==> config.mk <==
export PLATFORM = sky130hd
export DESIGN_NAME = dli_top
export DESIGN_NICKNAME = d
export VERILOG_FILES = /design/src/dli_pkg.sv /design/src/dli_flash.sv /design/src/dli_top.sv
export SDC_FILE = /design/constraint.sdc
export NUM_CORES = 1
export LEC_CHECK = 0
export BUFFER_PORTS_ARGS = -buffer_cell sky130_fd_sc_hd__buf_2
export CAP_MARGIN = 25
export CORE_AREA = 2 2 104 106
export CTS_BUF_LIST = sky130_fd_sc_hd__clkbuf_8
export DETAILED_ROUTE_END_ITERATION = 10
export DIE_AREA = 0 0 106 108
export PLACE_DENSITY = 0.77
export SETUP_SLACK_MARGIN = 0.3
export SLEW_MARGIN = 20
export SYNTH_ARGS = -nofsm -noshare
export SYNTH_HDL_FRONTEND = slang
export SYNTH_SLANG_ARGS = --single-unit
==> constraint.sdc <==
create_clock -name clk_i -period 2.2 [get_ports clk_i]
set_input_delay 0.55 -clock clk_i [delete_from_list [all_inputs] [get_ports clk_i]]
set_output_delay 0.55 -clock clk_i [all_outputs]
set_load 0.005 [all_outputs]
==> src/dli_pkg.sv <==
// Purpose: constants for the diagnostic led indicator
// Assumes: 125 MHz clock, classic wishbone register access
// Notes: one word per register, byte addresses
package dli_pkg;
  localparam int CLK_HZ = 125_000_000;
  localparam int FLASH_MS = 250;
  localparam int FLASH_CYC = (CLK_HZ / 1000) * FLASH_MS;
  localparam logic [7:0] ADR_CTRL = 8'h00;
  localparam logic [7:0] ADR_STAT = 8'h04;
  localparam logic [7:0] ADR_IRQ = 8'h08;
  localparam logic [7:0] ADR_MASK = 8'h0C;
  localparam logic [7:0] ADR_FAULT = 8'h10;
  localparam logic [7:0] ADR_WARN = 8'h14;
  // ctrl bits
  localparam int CB_SHOWCFG = 0;
  // status bits
  localparam int SB_FEEDBACK = 0;
  localparam int SB_CODING = 1;
  localparam int SB_RESTART = 2;
  localparam int SB_SYNC_FAR = 3;
  localparam int SB_SYNC_NEAR = 4;
  localparam int SB_FAULT = 5;
  localparam int SB_WARN = 6;
  localparam int SB_FIELD = 7;
  // interrupt bits
  localparam int IB_FAULT = 0;
  localparam int IB_WARN = 1;
  localparam int IB_SYNC = 2;
  localparam logic [2:0] IRQ_NONE = 3'h0;
  // led colour codes
  localparam logic [2:0] COL_OFF = 3'h0;
  localparam logic [2:0] COL_WHITE = 3'h1;
  localparam logic [2:0] COL_BLUE = 3'h2;
  localparam logic [2:0] COL_RED = 3'h3;
  localparam logic [2:0] COL_YELLOW = 3'h4;
  // field indicator colours
  localparam logic [1:0] FLD_RED = 2'h1;
  localparam logic [1:0] FLD_YELLOW = 2'h2;
  localparam logic [1:0] FLD_GREEN = 2'h3;
  // diagnostic led indices (led n at index n-1)
  localparam int LED_FEEDBACK = 0;
  localparam int LED_CODING = 2;
  localparam int LED_RESTART = 3;
  localparam int LED_CAUSE_FEEDBACK = 4;
  localparam int DIAG_LEDS = 8;
  localparam int BAR_LEDS = 4;
endpackage

==> src/dli_flash.sv <==
// Purpose: common flash phase generator
// Assumes: single clock, synchronous reset
// Notes: phase toggles every half period
`timescale 1ns/10ps
`default_nettype none
module dli_flash #(
  parameter int HALF_CYC = dli_pkg::FLASH_CYC
) (
  input wire logic clk_i,
  input wire logic rst_i,
  output logic phase_o
);
  logic [31:0] cnt_r;
  always_ff @(posedge clk_i) begin
    if (rst_i) begin
      cnt_r <= 32'h0;
      phase_o <= 1'b0;
    end else if (cnt_r == 32'(HALF_CYC - 1)) begin
      cnt_r <= 32'h0;
      phase_o <= ~phase_o;
    end else begin
      cnt_r <= cnt_r + 32'h1;
    end
  end
endmodule
`default_nettype wire

==> src/dli_top.sv <==
// Purpose: receiver diagnostic and field indicator led driver
// Assumes: status inputs come from core logic on clk_i
// Notes: registers over classic wishbone, one level interrupt
`timescale 1ns/10ps
`default_nettype none
module dli_top #(
  parameter int FIELD_LEDS = 1,
  parameter int FLASH_HALF = dli_pkg::FLASH_CYC
) (
  input wire logic clk_i,
  input wire logic rst_i,
  input wire logic [7:0] wb_adr_i,
  input wire logic [31:0] wb_dat_i,
  input wire logic wb_we_i,
  input wire logic [3:0] wb_sel_i,
  input wire logic wb_cyc_i,
  input wire logic wb_stb_i,
  output logic [31:0] wb_dat_o,
  output logic wb_ack_o,
  output logic irq_o,
  input wire logic contactor_feedback_monitoring_i,
  input wire logic coding_en_i,
  input wire logic restart_en_i,
  input wire logic [2:0] align_i,
  input wire logic sync_far_i,
  input wire logic sync_near_i,
  input wire logic fault_i,
  input wire logic [2:0] fault_func_i,
  input wire logic [2:0] fault_cause_i,
  input wire logic warn_i,
  input wire logic [2:0] warn_func_i,
  input wire logic [2:0] warn_cause_i,
  input wire logic field_clear_i,
  output logic [23:0] diag_o,
  output logic [2*FIELD_LEDS-1:0] field_o
);
  logic show_cfg_r;
  logic [2:0] irq_stat_r;
  logic [2:0] irq_mask_r;
  logic sync_q_r;
  logic fault_q_r;
  logic warn_q_r;
  logic phase;
  logic [2:0] col [dli_pkg::DIAG_LEDS];
  logic [23:0] diag_nxt;
  logic [1:0] field_col;
  logic req;
  logic [2:0] ev;
  logic [2:0] clr;
  localparam logic [2:0] IRQ_ZERO = dli_pkg::IRQ_NONE;

  dli_flash #(.HALF_CYC(FLASH_HALF)) u_flash (
    .clk_i(clk_i),
    .rst_i(rst_i),
    .phase_o(phase)
  );

  // number of bar leds lit for a quality level, at least one
  function automatic logic [3:0] bar_mask(input logic [2:0] q);
    logic [3:0] m;
    m = 4'h1;
    if (q >= 3'h2) m = 4'h3;
    if (q >= 3'h4) m = 4'h7;
    if (q >= 3'h6) m = 4'hF;
    return m;
  endfunction

  assign req = wb_cyc_i & wb_stb_i & ~wb_ack_o;

  always_ff @(posedge clk_i) begin
    if (rst_i) wb_ack_o <= 1'b0;
    else wb_ack_o <= req;
  end

  always_ff @(posedge clk_i) begin
    if (rst_i) begin
      show_cfg_r <= 1'b0;
      irq_mask_r <= IRQ_ZERO;
    end else if (req && wb_we_i && wb_sel_i[0]) begin
      if (wb_adr_i == dli_pkg::ADR_CTRL)
        show_cfg_r <= wb_dat_i[dli_pkg::CB_SHOWCFG];
      if (wb_adr_i == dli_pkg::ADR_MASK)
        irq_mask_r <= wb_dat_i[2:0];
    end
  end

  // event edges: fault or warning raised, sync lost
  always_ff @(posedge clk_i) begin
    if (rst_i) begin
      sync_q_r <= 1'b0;
      fault_q_r <= 1'b0;
      warn_q_r <= 1'b0;
    end else begin
      sync_q_r <= sync_far_i & sync_near_i;
      fault_q_r <= fault_i;
      warn_q_r <= warn_i;
    end
  end
  always_comb begin
    ev = IRQ_ZERO;
    ev[dli_pkg::IB_FAULT] = fault_i & ~fault_q_r;
    ev[dli_pkg::IB_WARN] = warn_i & ~warn_q_r;
    ev[dli_pkg::IB_SYNC] = sync_q_r & ~(sync_far_i & sync_near_i);
    clr = IRQ_ZERO;
    if (req && wb_we_i && wb_sel_i[0] && wb_adr_i == dli_pkg::ADR_IRQ)
      clr = wb_dat_i[2:0];
  end
  // set wins over write-one-to-clear
  always_ff @(posedge clk_i) begin
    if (rst_i) irq_stat_r <= IRQ_ZERO;
    else irq_stat_r <= (irq_stat_r & ~clr) | ev;
  end
  always_ff @(posedge clk_i) begin
    if (rst_i) irq_o <= 1'b0;
    else irq_o <= |(((irq_stat_r & ~clr) | ev) & irq_mask_r);
  end

  always_ff @(posedge clk_i) begin
    if (rst_i) begin
      wb_dat_o <= 32'h0;
    end else if (req && !wb_we_i) begin
      case (wb_adr_i)
        dli_pkg::ADR_CTRL: wb_dat_o <= {31'h0, show_cfg_r};
        dli_pkg::ADR_STAT: wb_dat_o <= {24'h0, field_clear_i, warn_i,
          fault_i, sync_near_i, sync_far_i, restart_en_i, coding_en_i,
          contactor_feedback_monitoring_i};
        dli_pkg::ADR_IRQ: wb_dat_o <= {29'h0, irq_stat_r};
        dli_pkg::ADR_MASK: wb_dat_o <= {29'h0, irq_mask_r};
        dli_pkg::ADR_FAULT: wb_dat_o <= {26'h0, fault_cause_i,
          fault_func_i};
        dli_pkg::ADR_WARN: wb_dat_o <= {26'h0, warn_cause_i, warn_func_i};
        default: wb_dat_o <= 32'h0;
      endcase
    end
  end

  // led colour choice; fault beats warning beats config beats alignment
  always_comb begin
    logic [3:0] bar;
    bar = bar_mask(align_i);
    for (int i = 0; i < dli_pkg::DIAG_LEDS; i++) col[i] = dli_pkg::COL_OFF;
    if (fault_i) begin
      col[fault_func_i] = dli_pkg::COL_RED;
      if (phase) col[fault_cause_i] = dli_pkg::COL_RED;
    end else if (warn_i) begin
      col[warn_func_i] = dli_pkg::COL_YELLOW;
      if (phase) col[warn_cause_i] = dli_pkg::COL_YELLOW;
    end else if (show_cfg_r) begin
      // other positions stay off here
      if (contactor_feedback_monitoring_i)
        col[dli_pkg::LED_FEEDBACK] = dli_pkg::COL_WHITE;
      if (coding_en_i)
        col[dli_pkg::LED_CODING] = dli_pkg::COL_WHITE;
      if (restart_en_i)
        col[dli_pkg::LED_RESTART] = dli_pkg::COL_WHITE;
    end else begin
      for (int i = 0; i < dli_pkg::BAR_LEDS; i++)
        if (bar[i]) col[i] = dli_pkg::COL_BLUE;
      if (sync_far_i) begin
        col[4] = dli_pkg::COL_BLUE;
        col[5] = dli_pkg::COL_BLUE;
      end
      if (sync_near_i) begin
        col[6] = dli_pkg::COL_BLUE;
        col[7] = dli_pkg::COL_BLUE;
      end
    end
    diag_nxt = 24'h0;
    for (int i = 0; i < dli_pkg::DIAG_LEDS; i++)
      diag_nxt[3*i +: 3] = col[i];
  end

  always_comb begin
    if (fault_i) field_col = dli_pkg::FLD_RED;
    else if (warn_i) field_col = dli_pkg::FLD_YELLOW;
    else if (field_clear_i) field_col = dli_pkg::FLD_GREEN;
    else field_col = dli_pkg::FLD_RED;
  end

  always_ff @(posedge clk_i) begin
    if (rst_i) begin
      diag_o <= 24'h0;
      field_o <= '0;
    end else begin
      diag_o <= diag_nxt;
      field_o <= {FIELD_LEDS{field_col}};
    end
  end

  // checks
  bar_min_a: assert property (@(posedge clk_i) disable iff (rst_i)
    (!fault_i && !warn_i && !show_cfg_r) |=>
    diag_o[2:0] == dli_pkg::COL_BLUE)
    else $error("bar led one not blue");
  far_sync_a: assert property (@(posedge clk_i) disable iff (rst_i)
    (!fault_i && !warn_i && !show_cfg_r && sync_far_i) |=>
    diag_o[14:12] == dli_pkg::COL_BLUE && diag_o[17:15] ==
    dli_pkg::COL_BLUE)
    else $error("far sync leds wrong");
  near_sync_a: assert property (@(posedge clk_i) disable iff (rst_i)
    (!fault_i && !warn_i && !show_cfg_r && !sync_near_i) |=>
    diag_o[23:21] == dli_pkg::COL_OFF)
    else $error("near sync led lit");
  cfg_feedback_a: assert property (@(posedge clk_i) disable iff (rst_i)
    (!fault_i && !warn_i && show_cfg_r) |=>
    (diag_o[2:0] == dli_pkg::COL_WHITE) ==
    $past(contactor_feedback_monitoring_i))
    else $error("feedback led wrong");
  cfg_coding_a: assert property (@(posedge clk_i) disable iff (rst_i)
    (!fault_i && !warn_i && show_cfg_r && coding_en_i) |=>
    diag_o[8:6] == dli_pkg::COL_WHITE)
    else $error("coding led not white");
  cfg_restart_a: assert property (@(posedge clk_i) disable iff (rst_i)
    (!fault_i && !warn_i && show_cfg_r && restart_en_i) |=>
    diag_o[11:9] == dli_pkg::COL_WHITE)
    else $error("restart led not white");
  cfg_reserved_a: assert property (@(posedge clk_i) disable iff (rst_i)
    (!fault_i && !warn_i && show_cfg_r) |=>
    diag_o[5:3] != dli_pkg::COL_WHITE &&
    diag_o[23:12] == 12'h0)
    else $error("reserved led white");
  fault_func_a: assert property (@(posedge clk_i) disable iff (rst_i)
    (fault_i && fault_func_i == 3'h0) |=>
    diag_o[2:0] == dli_pkg::COL_RED)
    else $error("fault function led not red");
  fault_cause_a: assert property (@(posedge clk_i) disable iff (rst_i)
    (fault_i && phase && fault_cause_i == 3'h4) |=>
    diag_o[14:12] == dli_pkg::COL_RED)
    else $error("fault cause led not red");
  warn_func_a: assert property (@(posedge clk_i) disable iff (rst_i)
    (!fault_i && warn_i && warn_func_i == 3'h3) |=>
    diag_o[11:9] == dli_pkg::COL_YELLOW)
    else $error("warning function led not yellow");
  warn_cause_a: assert property (@(posedge clk_i) disable iff (rst_i)
    (!fault_i && warn_i && !phase && warn_cause_i != warn_func_i &&
    warn_cause_i == 3'h6) |=> diag_o[20:18] == dli_pkg::COL_OFF)
    else $error("warning cause led lit in off phase");
  flash_rate_a: assert property (@(posedge clk_i) disable iff (rst_i)
    $changed(phase) |=> $stable(phase))
    else $error("flash phase toggles too fast");
  field_all_a: assert property (@(posedge clk_i) disable iff (rst_i)
    fault_i |=> field_o == {FIELD_LEDS{dli_pkg::FLD_RED}})
    else $error("field leds not all red");
  irq_level_a: assert property (@(posedge clk_i) disable iff (rst_i)
    (irq_stat_r & irq_mask_r) != IRQ_ZERO && clr == IRQ_ZERO |=> irq_o)
    else $error("interrupt not raised");
  near_sync_on_a: assert property (@(posedge clk_i) disable iff (rst_i)
    (!fault_i && !warn_i && !show_cfg_r && sync_near_i) |=>
    diag_o[23:18] == {2{dli_pkg::COL_BLUE}})
    else $error("near sync leds not blue");
  far_sync_off_a: assert property (@(posedge clk_i) disable iff (rst_i)
    (!fault_i && !warn_i && !show_cfg_r && !sync_far_i) |=>
    diag_o[17:12] == 6'h00)
    else $error("far sync leds lit");
  bar_full_a: assert property (@(posedge clk_i) disable iff (rst_i)
    (!fault_i && !warn_i && !show_cfg_r && align_i >= 3'h6) |=>
    diag_o[11:0] == {4{dli_pkg::COL_BLUE}})
    else $error("full bar not lit");
  bar_low_a: assert property (@(posedge clk_i) disable iff (rst_i)
    (!fault_i && !warn_i && !show_cfg_r && align_i < 3'h2) |=>
    diag_o[11:3] == 9'h000)
    else $error("low bar too long");
  cfg_coding_off_a: assert property (@(posedge clk_i) disable iff (rst_i)
    (!fault_i && !warn_i && show_cfg_r && !coding_en_i) |=>
    diag_o[8:6] == dli_pkg::COL_OFF)
    else $error("coding led lit");
  cfg_restart_off_a: assert property (@(posedge clk_i) disable iff (rst_i)
    (!fault_i && !warn_i && show_cfg_r && !restart_en_i) |=>
    diag_o[11:9] == dli_pkg::COL_OFF)
    else $error("restart led lit");
  fault_cause_off_a: assert property (@(posedge clk_i) disable iff (rst_i)
    (fault_i && !phase && fault_func_i != 3'h4 &&
    fault_cause_i == 3'h4) |=> diag_o[14:12] == dli_pkg::COL_OFF)
    else $error("fault cause led lit in off phase");
  warn_cause_on_a: assert property (@(posedge clk_i) disable iff (rst_i)
    (!fault_i && warn_i && phase && warn_cause_i == 3'h6) |=>
    diag_o[20:18] == dli_pkg::COL_YELLOW)
    else $error("warning cause led not yellow");
  fault_pair_a: assert property (@(posedge clk_i) disable iff (rst_i)
    (fault_i && phase && fault_func_i == 3'h0 && fault_cause_i == 3'h4)
    |=> diag_o[2:0] == dli_pkg::COL_RED &&
    diag_o[14:12] == dli_pkg::COL_RED)
    else $error("feedback fault pair wrong");
  fault_single_a: assert property (@(posedge clk_i) disable iff (rst_i)
    (fault_i && fault_func_i != 3'h0 && fault_cause_i != 3'h0) |=>
    diag_o[2:0] == dli_pkg::COL_OFF)
    else $error("unrelated led lit on fault");
  warn_single_a: assert property (@(posedge clk_i) disable iff (rst_i)
    (!fault_i && warn_i && warn_func_i != 3'h7 && warn_cause_i != 3'h7)
    |=> diag_o[23:21] == dli_pkg::COL_OFF)
    else $error("unrelated led lit on warning");
  warn_no_blue_a: assert property (@(posedge clk_i) disable iff (rst_i)
    (!fault_i && warn_i && warn_func_i != 3'h4 && warn_cause_i != 3'h4)
    |=> diag_o[14:12] == dli_pkg::COL_OFF)
    else $error("sync led lit on warning");
  fault_over_cfg_a: assert property (@(posedge clk_i) disable iff (rst_i)
    (fault_i && show_cfg_r && fault_func_i != 3'h0 &&
    fault_cause_i != 3'h0) |=> diag_o[2:0] != dli_pkg::COL_WHITE)
    else $error("white led shown over fault");
  field_warn_a: assert property (@(posedge clk_i) disable iff (rst_i)
    (!fault_i && warn_i) |=>
    field_o == {FIELD_LEDS{dli_pkg::FLD_YELLOW}})
    else $error("field leds not all yellow");
  field_free_a: assert property (@(posedge clk_i) disable iff (rst_i)
    (!fault_i && !warn_i && field_clear_i) |=>
    field_o == {FIELD_LEDS{dli_pkg::FLD_GREEN}})
    else $error("field leds not all green");
  ack_pulse_a: assert property (@(posedge clk_i) disable iff (rst_i)
    wb_ack_o |=> !wb_ack_o)
    else $error("ack longer than one cycle");
  ack_answer_a: assert property (@(posedge clk_i) disable iff (rst_i)
    req |=> wb_ack_o)
    else $error("request not acknowledged");
  irq_quiet_a: assert property (@(posedge clk_i) disable iff (rst_i)
    ((irq_stat_r | ev) & irq_mask_r) == IRQ_ZERO |=> !irq_o)
    else $error("interrupt without unmasked status");
  irq_set_a: assert property (@(posedge clk_i) disable iff (rst_i)
    ev != IRQ_ZERO |=> (irq_stat_r & $past(ev)) == $past(ev))
    else $error("event lost against clear");

  fault_seen_c: cover property (@(posedge clk_i) fault_i && phase);
  warn_seen_c: cover property (@(posedge clk_i) !fault_i && warn_i);
  cfg_seen_c: cover property (@(posedge clk_i) show_cfg_r && coding_en_i);
  sync_seen_c: cover property (@(posedge clk_i) sync_far_i && sync_near_i);
  irq_seen_c: cover property (@(posedge clk_i) irq_o);
endmodule
`default_nettype wire

==> metrics.csv <==
metric,value,unit
status,finished clean,
leakage,1.97,nW
ys_top_cells_by_area,"dfxtp_1 39%, buf_4 4.5%, nand2_1 3.1%",
end_kind,register,
cts_buffer_depth,2,
finalSetupViolCount,0,
netlist_area,4010,um2
htreeDepth,3,
synth_top_flop_cell,dfxtp_1,
final.setup.tns,0,ps
start_util,39.2,%
critical_path_required,2450,ps
timing.fmax,512,MHz
powerDensity,565,nW/um2
fin_area,5000,um2
slowest_delay,450,ps
hold_class,in -> reg,
nNetsFinal,625,
syn2layout_area_growth,24.7,%
fin_crit,1950,ps
dp_hpwl,7.41,mm
antenna_left,0,
crit_type,reg -> reg,
rsz0062_at_grt,yes,
crit_family,simple AND/OR/NAND/NOR gates,
crit_chain,"ha_4, buf_6, inv_1, or3_4, or4_1, a211oi_1",
crit_slowest_cell,or4_1,
yosysTopAreaCellShare,39.4,%
ios,132,
clkTransAtPathRegs,90,ps
grt_pass1_wl,16.4,mm
drc,0,
finClkSkew,15.7,ps
wirelength,10.7,mm
relSlewSlack,64.6,%
ir_drop,0.257,mV
first_pass_iters,5,
tightest_slew,529,ps
via_per_inst,5.59,
grt_pass1_vias,3572,
grt_max_degree,35,
cts_hold_buf,0,
grt_overflow,0,
yosysTopAreaCell,dfxtp_1,
cts_buffers,9,
core,10200,um2
ys_warn_count,0,
antenna_found_initial,0,
die_h,108,um
synthCells,455,
portBuffers,74,
cts_tree,yes,
insertion_delay,360,ps
drv_slew,0,
max-cap-violations,0,
cp_max_fo,5,
drive_gt1_share,34.5,%
cp-start-kind,register,
synth_cell_types,62,
timing.final.crit_share,88.8,%
cp_num_buf_inv,2,
gp_congestion,0.865,
yosysSeqAreaShare,39.4,%
cts-root-buf,clkbuf_8,
drt-initial-drc-count,421,
vias,3875,
die-area,11400,um2
wl_per_cell,15.5,um
synth_edf_count,0,
synthArstFlopShare,0,%
synth_area_per_cell,8.82,um2
rows,37,
yosys_register_bits,79,
crit_arrival,2210,ps
hold_viol_final,0,
grt_usage,17.7,%
antenna_cells,0,
cts.sink_count,79,
die_x,106,um
place_area,4500,um2
-- registers in the layout (all words and copies together) (netlist names), 2 cells and up --
signal and cells:
field_o 2, wb_dat_o 8, diag_o 24, u_flash.cnt_r 32, irq_mask_r 3, irq_stat_r 3
-- cell usage after synthesis, types with 2 or more instances --
master,number
and3_1,4
mux2i_1,4
and4_1,2
buf_4,24
dfxtp_1,79
nor4b_2,2
or3_1,6
a21oi_1,18
o21ai_0,16
nor4b_1,4
a31o_2,2
a31oi_1,2
xor2_1,5
nand4_1,15
nor3_1,20
o32ai_1,2
nor2_1,27
or4_1,15
a32oi_1,3
nand3_1,16
nor4_1,9
clkbuf_1,16
nand2b_1,7
a211oi_2,3
a211oi_1,14
inv_1,18
nor3b_1,3
clkbuf_8,3
nand4_2,3
or2_2,3
a21o_1,2
nand3b_1,5
nor2b_1,5
xnor2_1,8
nand2_1,33
mux2_2,5
o31ai_1,12
or4_4,3
a22oi_1,3
a22o_1,12
-- kinds of logic (layout without fill, tap and decap cells) --
group | after synthesis | after routing | synth area share (%)
and+or+nand+nor | 191 | 194 | 28.3
AOI/OAI and AO/OA | 95 | 95 | 16.8
DFF | 79 | 79 | 39.4
buffers and inverters | 65 | 141 | 9.32
xor gates and xnor gates | 13 | 13 | 2.84
muxes | 10 | 10 | 2.96
adders and majority gates | 1 | 1 | 0.312
other | 1 | 24 | 0.0935
-- cells in the final DEF (no fill, tap or decap), types with 8 or more instances in the layout --
cell type | synthesis | layout
a22o_1 | 12 | 12
dfxtp_2 | 0 | 18
clkbuf_8 | 3 | 10
nor4_1 | 9 | 9
nand2_1 | 33 | 33
or4_4 | 3 | 8
dfxtp_1 | 79 | 55
o31ai_1 | 12 | 12
a211oi_1 | 14 | 10
a21oi_1 | 18 | 18
or4_1 | 15 | 10
buf_4 | 24 | 31
nand4_1 | 15 | 15
buf_2 | 1 | 74
xnor2_1 | 8 | 8
conb_1 | 1 | 24
nor3_1 | 20 | 20
inv_1 | 18 | 18
nand3_1 | 16 | 14
o21ai_0 | 16 | 16
nor2_1 | 27 | 27
-- through the flow --
| step | cells | total power, mW | utilization [%] | worst slack (ps) | hold slack, ps |
|---|---|---|---|---|---|
| floorplan | 478 | 1.66 | - | 219 | 441 |
| global placement | 657 | 1.72 | 44.0 | 141 | 437 |
| detailed placement | 657 | 1.73 | 44.0 | 105 | 444 |
| CTS | 679 | 2.84 | 47.2 | 280 | 405 |
| global route | 693 | 2.94 | 48.9 | 195 | 419 |
| finish | 693 | 2.82 | 48.9 | 247 | 411 |
-- worst register-to-register path, stage by stage, from the launching register on --
cell	delay, ps
dfxtp_4	360
ha_4	150
buf_6	110
inv_1	70
or3_4	410
or4_1	450
a211oi_1	310
-- report_power, final --
part / internal [mW] / total [mW] / switching, mW
sequential: 1.45 / 1.46 / 0.0126
clock: 0.561 / 1.12 / 0.558
combinational: 0.0955 / 0.244 / 0.149
total: 2.10 / 2.82 / 0.720
-- worst paths after layout --
kind                    startpoint                 to  slack, ps  depth (start not counted)
setup reg to reg  u_flash.cnt_r[1]  u_flash.cnt_r[22]        250                          6
hold / removal       field_clear_i         field_o[1]        410                          2
setup / recovery  u_flash.cnt_r[1]  u_flash.cnt_r[22]        250                          6
hold reg to reg        wb_dat_o[7]        wb_dat_o[7]        450                          2
-- what timing repair did --
action	in CTS	in global routing
gates resized for setup	29	19
cloned	0	3
buffers inserted	6	11
endpoints found under the setup margin	18	33
pin swaps	2	13
-- metal layers --
layer | track usage [%] | wire (um) | up-vias
met5 | 0 | 0 | -
met4 | 9.49 | 323 | 0
met3 | 3.50 | 751 | 32
met2 | 30.4 | 5290 | 192
met1 | 21.0 | 4370 | 1805
li1 | - | - | 1846
-- layout make-up --
type	instances	area, um2
timing repair buffer	107	626
fill	945	5230
clock buffer	10	138
sequential	79	1630
multi-input combinational	337	2310
inverter	18	67.6
clock inverter	6	67.6
tap	136	170
No activity file was read; power rests on OpenSTA's default activity.
